[src/grab_ctrl_map.svh]
`ifndef GRAB_CTRL_MAP_SVH
`define GRAB_CTRL_MAP_SVH

// register indices; byte address is four times the index
`define IDX_CMD      6'h00
`define IDX_PATH     6'h06
`define IDX_CAMCFG   6'h07
`define IDX_STAT     6'h08

// acquire path config fields
`define PATH_UNIT_HI 7
`define PATH_UNIT_LO 6
`define PATH_CONT    4
`define PATH_FULL    0
`define PATH_WMASK   8'hD1
`define PATH_RST     8'h00

// command fields
`define CMD_GO       1
`define CMD_DCLR     3
`define CMD_WMASK    8'h0A
`define CMD_RST      8'h00

// camera line drive config
`define CAM_RST      8'h00
`define ROUTE_OPTO1  4'hA
`define ROUTE_OPTO2  4'hB
`define ROUTE_FV3    3'h6

// unit codes
`define UNIT_1MS     2'h0
`define UNIT_10MS    2'h1
`define UNIT_100MS   2'h2

// timing
`define CLK_NS       8
`define MS_NS        1000000
`define CYC_PER_MS   (`MS_NS / `CLK_NS)

`define PIX_W        16
`define RESP_OKAY    2'h0
`define RESP_SLVERR  2'h2

`endif

[src/grab_ctrl_pkg.sv]
package grab_ctrl_pkg;
  typedef enum logic [1:0] {ACQ_IDLE, ACQ_ARM, ACQ_GRAB} acq_state_e;
  typedef logic [7:0] reg8_t;
endpackage

[src/grab_mode_regs.sv]
`timescale 1ns/1ns
`include "grab_ctrl_map.svh"
module grab_mode_regs import grab_ctrl_pkg::*; #(
  parameter int CYC_PER_MS = `CYC_PER_MS
) (
  // clock and reset
  input  wire logic              mclk,
  input  wire logic              srst,
  // axi4-lite write address
  input  wire logic [7:0]        awaddr,
  input  wire logic              awvalid,
  output logic                   awready,
  // axi4-lite write data
  input  wire logic [31:0]       wdata,
  input  wire logic [3:0]        wstrb,
  input  wire logic              wvalid,
  output logic                   wready,
  // axi4-lite write response
  output logic [1:0]             bresp,
  output logic                   bvalid,
  input  wire logic              bready,
  // axi4-lite read address
  input  wire logic [7:0]        araddr,
  input  wire logic              arvalid,
  output logic                   arready,
  // axi4-lite read data
  output logic [31:0]            rdata,
  output logic [1:0]             rresp,
  output logic                   rvalid,
  input  wire logic              rready,
  // camera and system inputs
  input  wire logic              frameValid,
  input  wire logic [`PIX_W-1:0] pixelIn,
  input  wire logic              pixelInValid,
  input  wire logic              optoTrigger,
  input  wire logic              shutterExpose,
  input  wire logic              dmaDone,
  // camera control lines
  output logic [3:0]             camCtrl,
  // pixels to host
  output logic [`PIX_W-1:0]      pixelOut,
  output logic                   pixelOutValid,
  // shutter timer side
  output logic [1:0]             shutterUnitSel,
  output logic                   unitTick,
  output logic                   acquiring
);
  reg8_t             path_q;
  reg8_t             cam_q;
  logic              go_q;
  logic              dclrTog_q;
  logic              pend_q;
  logic              fvPrev_q;
  acq_state_e        state_q;
  acq_state_e        state_d;
  logic [3:0]        cc_q;
  logic [3:0]        ccNext;
  logic [`PIX_W-1:0] pix_q;
  logic              pixValid_q;
  logic              acq_q;
  // bus side
  logic              awready_q;
  logic              wready_q;
  logic              bvalid_q;
  logic [1:0]        bresp_q;
  logic [7:0]        awAddr_q;
  logic [31:0]       wData_q;
  logic [3:0]        wStrb_q;
  logic              arready_q;
  logic              rvalid_q;
  logic [31:0]       rdata_q;
  logic [1:0]        rresp_q;

  // write decode: fires once both address and data are held
  wire       doWrite  = !awready_q && !wready_q && !bvalid_q;
  wire [5:0] wrIdx    = awAddr_q[7:2];
  wire       wrLane   = doWrite && wStrb_q[0];
  wire [7:0] wrByte   = wData_q[7:0];
  wire       wrHit    = (wrIdx == `IDX_CMD) || (wrIdx == `IDX_PATH) ||
                        (wrIdx == `IDX_CAMCFG) || (wrIdx == `IDX_STAT);
  wire       cmdWr    = wrLane && (wrIdx == `IDX_CMD);
  wire       pathWr   = wrLane && (wrIdx == `IDX_PATH);
  wire       camWr    = wrLane && (wrIdx == `IDX_CAMCFG);
  wire       dclrFlip = cmdWr && (wrByte[`CMD_DCLR] != dclrTog_q);
  wire       goSet    = cmdWr && wrByte[`CMD_GO];
  wire       goClr    = cmdWr && !wrByte[`CMD_GO];

  // read decode
  wire       arFire = arvalid && arready_q;
  wire [5:0] rdIdx  = araddr[7:2];
  wire       rdHit  = (rdIdx == `IDX_CMD) || (rdIdx == `IDX_PATH) ||
                      (rdIdx == `IDX_CAMCFG) || (rdIdx == `IDX_STAT);
  wire [7:0] cmdView  = {4'h0, dclrTog_q, 1'b0, go_q, 1'b0};
  wire [7:0] statView = {5'h00, pend_q, state_q == ACQ_GRAB,
                         state_q != ACQ_IDLE};
  wire [7:0] rdByte = (rdIdx == `IDX_CMD)    ? cmdView :
                      (rdIdx == `IDX_PATH)   ? path_q :
                      (rdIdx == `IDX_CAMCFG) ? cam_q :
                      (rdIdx == `IDX_STAT)   ? statView : 8'h00;

  // acquisition decode
  wire contOn   = path_q[`PATH_CONT];
  wire fullOn   = path_q[`PATH_FULL];
  wire fvRise   = frameValid && !fvPrev_q;
  wire frameEnd = (state_q == ACQ_GRAB) && !frameValid;
  wire inFrame  = (state_q == ACQ_GRAB) || (state_q == ACQ_ARM && fvRise);
  wire grabPix  = inFrame && frameValid && pixelInValid;
  wire exposeIn = shutterExpose && (state_q != ACQ_IDLE);
  wire fvHost   = frameValid && inFrame;
  wire [`PIX_W-1:0] pixSel = fullOn ? pixelIn :
                             {8'h00, pixelIn[`PIX_W-1:`PIX_W-8]};

  assign awready        = awready_q;
  assign wready         = wready_q;
  assign bvalid         = bvalid_q;
  assign bresp          = bresp_q;
  assign arready        = arready_q;
  assign rvalid         = rvalid_q;
  assign rdata          = rdata_q;
  assign rresp          = rresp_q;
  assign camCtrl        = cc_q;
  assign pixelOut       = pix_q;
  assign pixelOutValid  = pixValid_q;
  assign shutterUnitSel = path_q[`PATH_UNIT_HI:`PATH_UNIT_LO];
  assign acquiring      = acq_q;

  unit_tick #(.CYC_PER_MS(CYC_PER_MS)) u_tick (
    .mclk    (mclk),
    .srst    (srst),
    .unitSel (path_q[`PATH_UNIT_HI:`PATH_UNIT_LO]),
    .tick    (unitTick)
  );

  cc_router u_route (
    .route  (cam_q[7:4]),
    .level  (cam_q[3:0]),
    .expose (exposeIn),
    .opto   (optoTrigger),
    .fvHost (fvHost),
    .cc     (ccNext)
  );

  // frame sequencer; whole frames only, so arming waits for a frame start
  always_comb begin
    state_d = state_q;
    case (state_q)
      ACQ_IDLE: if (go_q) state_d = ACQ_ARM;
      ACQ_ARM: begin
        if (!go_q) state_d = ACQ_IDLE;
        else if (fvRise) state_d = ACQ_GRAB;
      end
      ACQ_GRAB: begin
        // a cleared flag still lets this frame run out
        if (frameEnd) state_d = (contOn && go_q) ? ACQ_ARM : ACQ_IDLE;
      end
      default: state_d = ACQ_IDLE;
    endcase
  end

  always_ff @(posedge mclk) begin
    if (srst) begin
      state_q  <= ACQ_IDLE;
      fvPrev_q <= 1'b0;
      acq_q    <= 1'b0;
    end else begin
      state_q  <= state_d;
      fvPrev_q <= frameValid;
      acq_q    <= (state_d != ACQ_IDLE);
    end
  end

  // go bit: software write wins over the end-of-capture clear
  always_ff @(posedge mclk) begin
    if (srst) begin
      go_q <= 1'b0;
    end else if (goSet || goClr) begin
      go_q <= goSet;
    end else if (frameEnd && state_d == ACQ_IDLE) begin
      go_q <= 1'b0;
    end
  end

  // deferred clear is armed by a change of the toggle bit
  always_ff @(posedge mclk) begin
    if (srst) begin
      dclrTog_q <= 1'b0;
      pend_q    <= 1'b0;
    end else begin
      if (dclrFlip) dclrTog_q <= wrByte[`CMD_DCLR];
      if (dclrFlip) pend_q <= 1'b1;
      else if (dmaDone) pend_q <= 1'b0;
    end
  end

  // path config: a host write beats the deferred clear in the same cycle
  always_ff @(posedge mclk) begin
    if (srst) begin
      path_q <= `PATH_RST;
    end else if (pathWr) begin
      path_q <= wrByte & `PATH_WMASK;
    end else if (pend_q && dmaDone) begin
      path_q[`PATH_CONT] <= 1'b0;
    end
  end

  always_ff @(posedge mclk) begin
    if (srst) begin
      cam_q <= `CAM_RST;
    end else if (camWr) begin
      cam_q <= wrByte;
    end
  end

  // control lines and pixels are registered so outputs never glitch
  always_ff @(posedge mclk) begin
    if (srst) begin
      cc_q       <= 4'h0;
      pix_q      <= '0;
      pixValid_q <= 1'b0;
    end else begin
      cc_q       <= ccNext;
      pixValid_q <= grabPix;
      if (grabPix) pix_q <= pixSel;
    end
  end

  // bus write channels: address and data taken in either order
  always_ff @(posedge mclk) begin
    if (srst) begin
      awready_q <= 1'b1;
      wready_q  <= 1'b1;
      bvalid_q  <= 1'b0;
      bresp_q   <= `RESP_OKAY;
      awAddr_q  <= 8'h00;
      wData_q   <= 32'h0000_0000;
      wStrb_q   <= 4'h0;
    end else begin
      if (awvalid && awready_q) begin
        awAddr_q  <= awaddr;
        awready_q <= 1'b0;
      end
      if (wvalid && wready_q) begin
        wData_q  <= wdata;
        wStrb_q  <= wstrb;
        wready_q <= 1'b0;
      end
      if (doWrite) begin
        bvalid_q <= 1'b1;
        bresp_q  <= wrHit ? `RESP_OKAY : `RESP_SLVERR;
      end else if (bvalid_q && bready) begin
        bvalid_q  <= 1'b0;
        awready_q <= 1'b1;
        wready_q  <= 1'b1;
      end
    end
  end

  // bus read channels
  always_ff @(posedge mclk) begin
    if (srst) begin
      arready_q <= 1'b1;
      rvalid_q  <= 1'b0;
      rdata_q   <= 32'h0000_0000;
      rresp_q   <= `RESP_OKAY;
    end else if (arFire) begin
      arready_q <= 1'b0;
      rvalid_q  <= 1'b1;
      rdata_q   <= {24'h00_0000, rdByte};
      rresp_q   <= rdHit ? `RESP_OKAY : `RESP_SLVERR;
    end else if (rvalid_q && rready) begin
      rvalid_q  <= 1'b0;
      arready_q <= 1'b1;
    end
  end
endmodule

[src/unit_tick.sv]
`timescale 1ns/1ns
`include "grab_ctrl_map.svh"
module unit_tick import grab_ctrl_pkg::*; #(
  parameter int CYC_PER_MS = `CYC_PER_MS
) (
  // clock and reset
  input  wire logic       mclk,
  input  wire logic       srst,
  // unit select
  input  wire logic [1:0] unitSel,
  // one pulse per selected unit
  output logic            tick
);
  localparam int MW = $clog2(CYC_PER_MS + 1);

  logic [MW-1:0] msCnt_q;
  logic [6:0]    decCnt_q;
  logic          tick_q;
  logic [6:0]    span;
  wire           msTick = (msCnt_q == MW'(CYC_PER_MS - 1));
  wire           spanEnd = (decCnt_q >= span - 7'd1);

  // reserved code gives no span, hence no tick at all
  assign span = (unitSel == `UNIT_1MS)   ? 7'd1 :
                (unitSel == `UNIT_10MS)  ? 7'd10 :
                (unitSel == `UNIT_100MS) ? 7'd100 : 7'd0;
  assign tick = tick_q;

  always_ff @(posedge mclk) begin
    if (srst) begin
      msCnt_q  <= '0;
      decCnt_q <= '0;
      tick_q   <= 1'b0;
    end else begin
      msCnt_q <= msTick ? '0 : msCnt_q + MW'(1);
      tick_q  <= 1'b0;
      if (msTick) begin
        decCnt_q <= spanEnd ? 7'd0 : decCnt_q + 7'd1;
        tick_q   <= spanEnd && (span != 7'd0);
      end
    end
  end
endmodule

[src/cc_router.sv]
`timescale 1ns/1ns
`include "grab_ctrl_map.svh"
module cc_router import grab_ctrl_pkg::*; (
  // configuration
  input  wire logic [3:0] route,
  input  wire logic [3:0] level,
  // sources
  input  wire logic       expose,
  input  wire logic       opto,
  input  wire logic       fvHost,
  // next control line levels
  output logic [3:0]      cc
);
  logic [3:0] plain;

  // per line: routed lines follow expose, others take the static level
  for (genvar i = 0; i < 4; i++) begin : g_line
    assign plain[i] = route[i] ? expose : level[i];
  end

  always_comb begin
    if (route == `ROUTE_OPTO1) begin
      cc = {level[3:1], opto};
    end else if (route == `ROUTE_OPTO2) begin
      cc = {2'b00, opto, 1'b0};
    end else if (route[3:1] == `ROUTE_FV3) begin
      cc = {fvHost, level[2:0]};
    end else begin
      cc = plain;
    end
  end
endmodule

[config.mk]
export PLATFORM = sky130hd
export DESIGN_NAME = grab_mode_regs
export DESIGN_NICKNAME = d
export VERILOG_FILES = /design/src/grab_ctrl_pkg.sv /design/src/grab_mode_regs.sv /design/src/unit_tick.sv /design/src/cc_router.sv
export VERILOG_INCLUDE_DIRS = /design/src
export SDC_FILE = /design/constraint.sdc
export NUM_CORES = 1
export LEC_CHECK = 0
export BUFFER_PORTS_ARGS = -buffer_cell sky130_fd_sc_hd__buf_2
export CAP_MARGIN = 20
export CORE_ASPECT_RATIO = 1.1
export CORE_MARGIN = 10
export CORE_UTILIZATION = 51
export DETAILED_ROUTE_END_ITERATION = 8
export HOLD_SLACK_MARGIN = 0.1
export PLACE_DENSITY = 0.82
export SLEW_MARGIN = 20
export SYNTH_ARGS = -nofsm -noshare
export SYNTH_HDL_FRONTEND = slang
export SYNTH_SLANG_ARGS = --single-unit
[constraint.sdc]
create_clock -name mclk -period 2.6 [get_ports mclk]
set_input_delay 0.39 -clock mclk [delete_from_list [all_inputs] [get_ports mclk]]
set_output_delay 0.39 -clock mclk [all_outputs]
set_load 0.02 [all_outputs]
==> results_dict.tcl <==
set metrics [dict create \
    grt_use_total_pct 16.5 \
    synth_seq_area_share_pct 42.3 \
    place_congestion 0.861 \
    maxCapViolCount 0 \
    io_buffers 88 \
    rows 35 \
    dr.pass1.iters 5 \
    io_pins 146 \
    whs_endpoint "awAddr_q[7]" \
    die_x_um 110 \
    cts_sinks 95 \
    fin_crit_sh_pct 86.7 \
    maxSlewViolCount 0 \
    fin_crit_ps 2250 \
    grt_pass1_vias 3826 \
    avgViaCountPerCell 5.46 \
    dieArea_um2 13000 \
    async_reset_ff_share_pct 0 \
    drive_gt1_share_pct 19.8 \
    grt_antenna_before_repair 0 \
    rsz0062_at_grt "no" \
    cts_buffers 9 \
    worst-r2r-cell-count 7 \
    clkLatencyLatePin_ps 360 \
    cp-startpoint "path_q[7]" \
    ys_types 54 \
    tns_ps 0 \
    grt_pass1_wl_um 17700 \
    cts_root_buf "clkbuf_8" \
    start_util_pct 52.9 \
    hpwl_um 8410 \
    worstSetupPathType "flip-flop to flip-flop" \
    areaGrowthSynthToFinish_pct 11.8 \
    path_max_fanout 7 \
    peakVddDrop_uv 347 \
    grt_overflow 0 \
    wire_per_inst_um 15.4 \
    cts.path.max_buffers 2 \
    r2r_setup_slack_ps 350 \
    total_power_w 0.00264 \
    coreArea_um2 8500 \
    synth_seq_cells 95 \
    setup_viol 0 \
    finish.net_count 696 \
    r2r_end "u_tick.decCnt_q[5]" \
    whs_path_depth 3 \
    p_sw_share_pct 26.7 \
    pwr-share-clk_pct 34.6 \
    switching_power_w 0.000705 \
    clk_pin_slew_ps 90 \
    worst_pin_slew_ps 785 \
    slew-limit-headroom_pct 47.6 \
    fin_worst_skew_ps 12.2 \
    synth_flop_cell "dfxtp_1" \
    p_int_w 0.00193 \
    leakage_nw 2.12 \
    status "finished clean" \
    drtIter0Drc 257 \
    grt_max_degree 43 \
    r2r_start "path_q[7]" \
    cts_tree "built" \
    hold_buffers 0 \
    nFillCells 778 \
    max_clock_freq_mhz 444 \
    netlist_instances 535 \
    wl_um 11100 \
    vias 3944 \
    syn_area_um2 4500 \
    pwr-share-seq_pct 57.4 \
    cp-start-kind "flip-flop" \
    hold_path.class "input port to flip-flop" \
    cts_htree_levels 3 \
    drtAntennaViolNets 0 \
    route.detailed.drc 0 \
    finalHoldViolations 0 \
    synth_edf_count 0 \
    combPwrFrac_pct 8.0 \
    power_density_nw_per_um2 525 \
    holdCritStartpoint "awaddr[7]" \
    antenna_cells 0 \
    cts_repair_resize_count 0 \
    cp.arrival_ps 2530 \
    syn_avg_cell_area_um2 8.41 \
    cp-end-kind "flip-flop" \
    fin_util_pct 59.2 \
    fp.dieH_um 118 \
    required_ps 2870 \
    cts_setup_buffers 0 \
    ys_warn_count 0 \
]
cells by family (layout without fill, tap and decap cells):
logic type	count (synthesis)	count (layout)	share of synthesized area [%]
AND/OR/NAND/NOR	215	215	23.5
AO/OA/AOI/OAI	102	102	13.7
flip-flops	95	95	42.3
buffers and inverters	71	122	9.01
multiplexers	26	26	5.79
XOR/XNOR	16	16	3.12
adder cells (fa/ha/maj)	9	9	2.50
other	1	26	0.0834
cells in the final DEF (no fill, tap or decap), types with 5 or more instances in the layout:
master,count
a211oi_1,9
a21oi_1,49
a32oi_1,5
buf_2,88
clkbuf_8,10
conb_1,26
dfxtp_1,95
ha_1,9
inv_1,16
mux2i_1,26
nand2_1,52
nand3_1,40
nor2_1,63
nor2b_1,11
nor3_1,7
o21ai_0,16
o31ai_1,5
or2_2,7
xnor2_1,8
xor2_1,8
final cells by class:
cell class	count	area, um2	share of cell area [%]
clock buffer	10	138	2.74
sequential	95	1900	37.8
tap	111	139	2.76
multi-input combinational	394	2280	45.4
clock inverter	5	42.5	0.846
timing repair buffer	91	463	9.21
inverter	16	60.1	1.19
state kept, by name, summed over array words and instances (netlist names), 6 cells and up:
name	count
u_tick.decCnt_q	7
rdata	8
awAddr_q	6
cam_q	8
u_tick.msCnt_q	17
wData_q	8
pixelOut	16
stage by stage:
stage	worst slack [ps]	hold slack, ps	instances	cell area [um2]
2_1_floorplan	782	418	560	4590
3_3_place_gp	523	429	707	4850
3_5_place_dp	386	439	707	4850
4_1_cts	346	252	722	5030
5_1_grt	77.7	266	722	5030
6_report	346	271	722	5030
cell usage after synthesis (2+ instances only):
master	n	area share [%]
dfxtp_1	95	42
nor2_1	63	5.3
nand2_1	52	4.3
a21oi_1	49	5.5
nand3_1	40	4.5
buf_4	31	5.2
mux2i_1	26	5.8
inv_1	16	1.3
o21ai_0	16	1.8
clkbuf_1	14	1.2
nor2b_1	11	1.5
a211oi_1	9	1.5
ha_1	9	2.5
xnor2_1	8	1.6
xor2_1	8	1.6
nor3_1	7	0.78
or2_2	7	0.97
buf_2	6	0.67
a32oi_1	5	0.97
o31ai_1	5	0.83
and2_1	4	0.56
and4_1	4	0.78
nand4_1	4	0.56
or3_1	4	0.56
a31oi_1	3	0.42
nor4_1	3	0.42
o211ai_1	3	0.50
and3_1	2	0.28
buf_1	2	0.17
buf_6	2	0.50
nand2b_1	2	0.28
nand3b_1	2	0.33
nor3_2	2	0.45
metal layers:
layer / track usage, % / part of all wire, % / up-vias
met3: 3.59 / 6.1 / 15
met1: 19.0 / 40 / 1864
met2: 28.5 / 52 / 130
li1: - / - / 1935
met5: 0 / 0 / -
met4: 6.43 / 1.8 / 0
power by group through the flow:
stage                     Clock [W]  Combinational, W  Sequential (W)
after CTS                  0.000929          0.000211         0.00151
final                      0.000912          0.000212         0.00151
after detailed placement          0          0.000210         0.00155
after global placement            0          0.000205         0.00155
after global routing       0.000996          0.000234         0.00152
after floorplan                   0          0.000159         0.00155
critical path, stage by stage, from the launching register on:
cell and delay, ps:
dfxtp_1 450, inv_1 120, ha_1 320, a21oi_1 260, o211ai_1 130, a21oi_1 370
nand3_1 230, o31ai_1 290
worst max path at each step:
| stage | endpoint | slack, ps | cells after the start |
|---|---|---|---|
| CTS | u_tick.decCnt_q[5] | 350 | 7 |
| global route | u_tick.decCnt_q[5] | 80 | 7 |
| global placement | u_tick.decCnt_q[5] | 520 | 7 |
| finish | u_tick.decCnt_q[5] | 350 | 7 |
| detailed placement | u_tick.decCnt_q[5] | 390 | 7 |
| floorplan | u_tick.decCnt_q[3] | 780 | 7 |
Note: power is estimated with default switching activity, not from simulation.
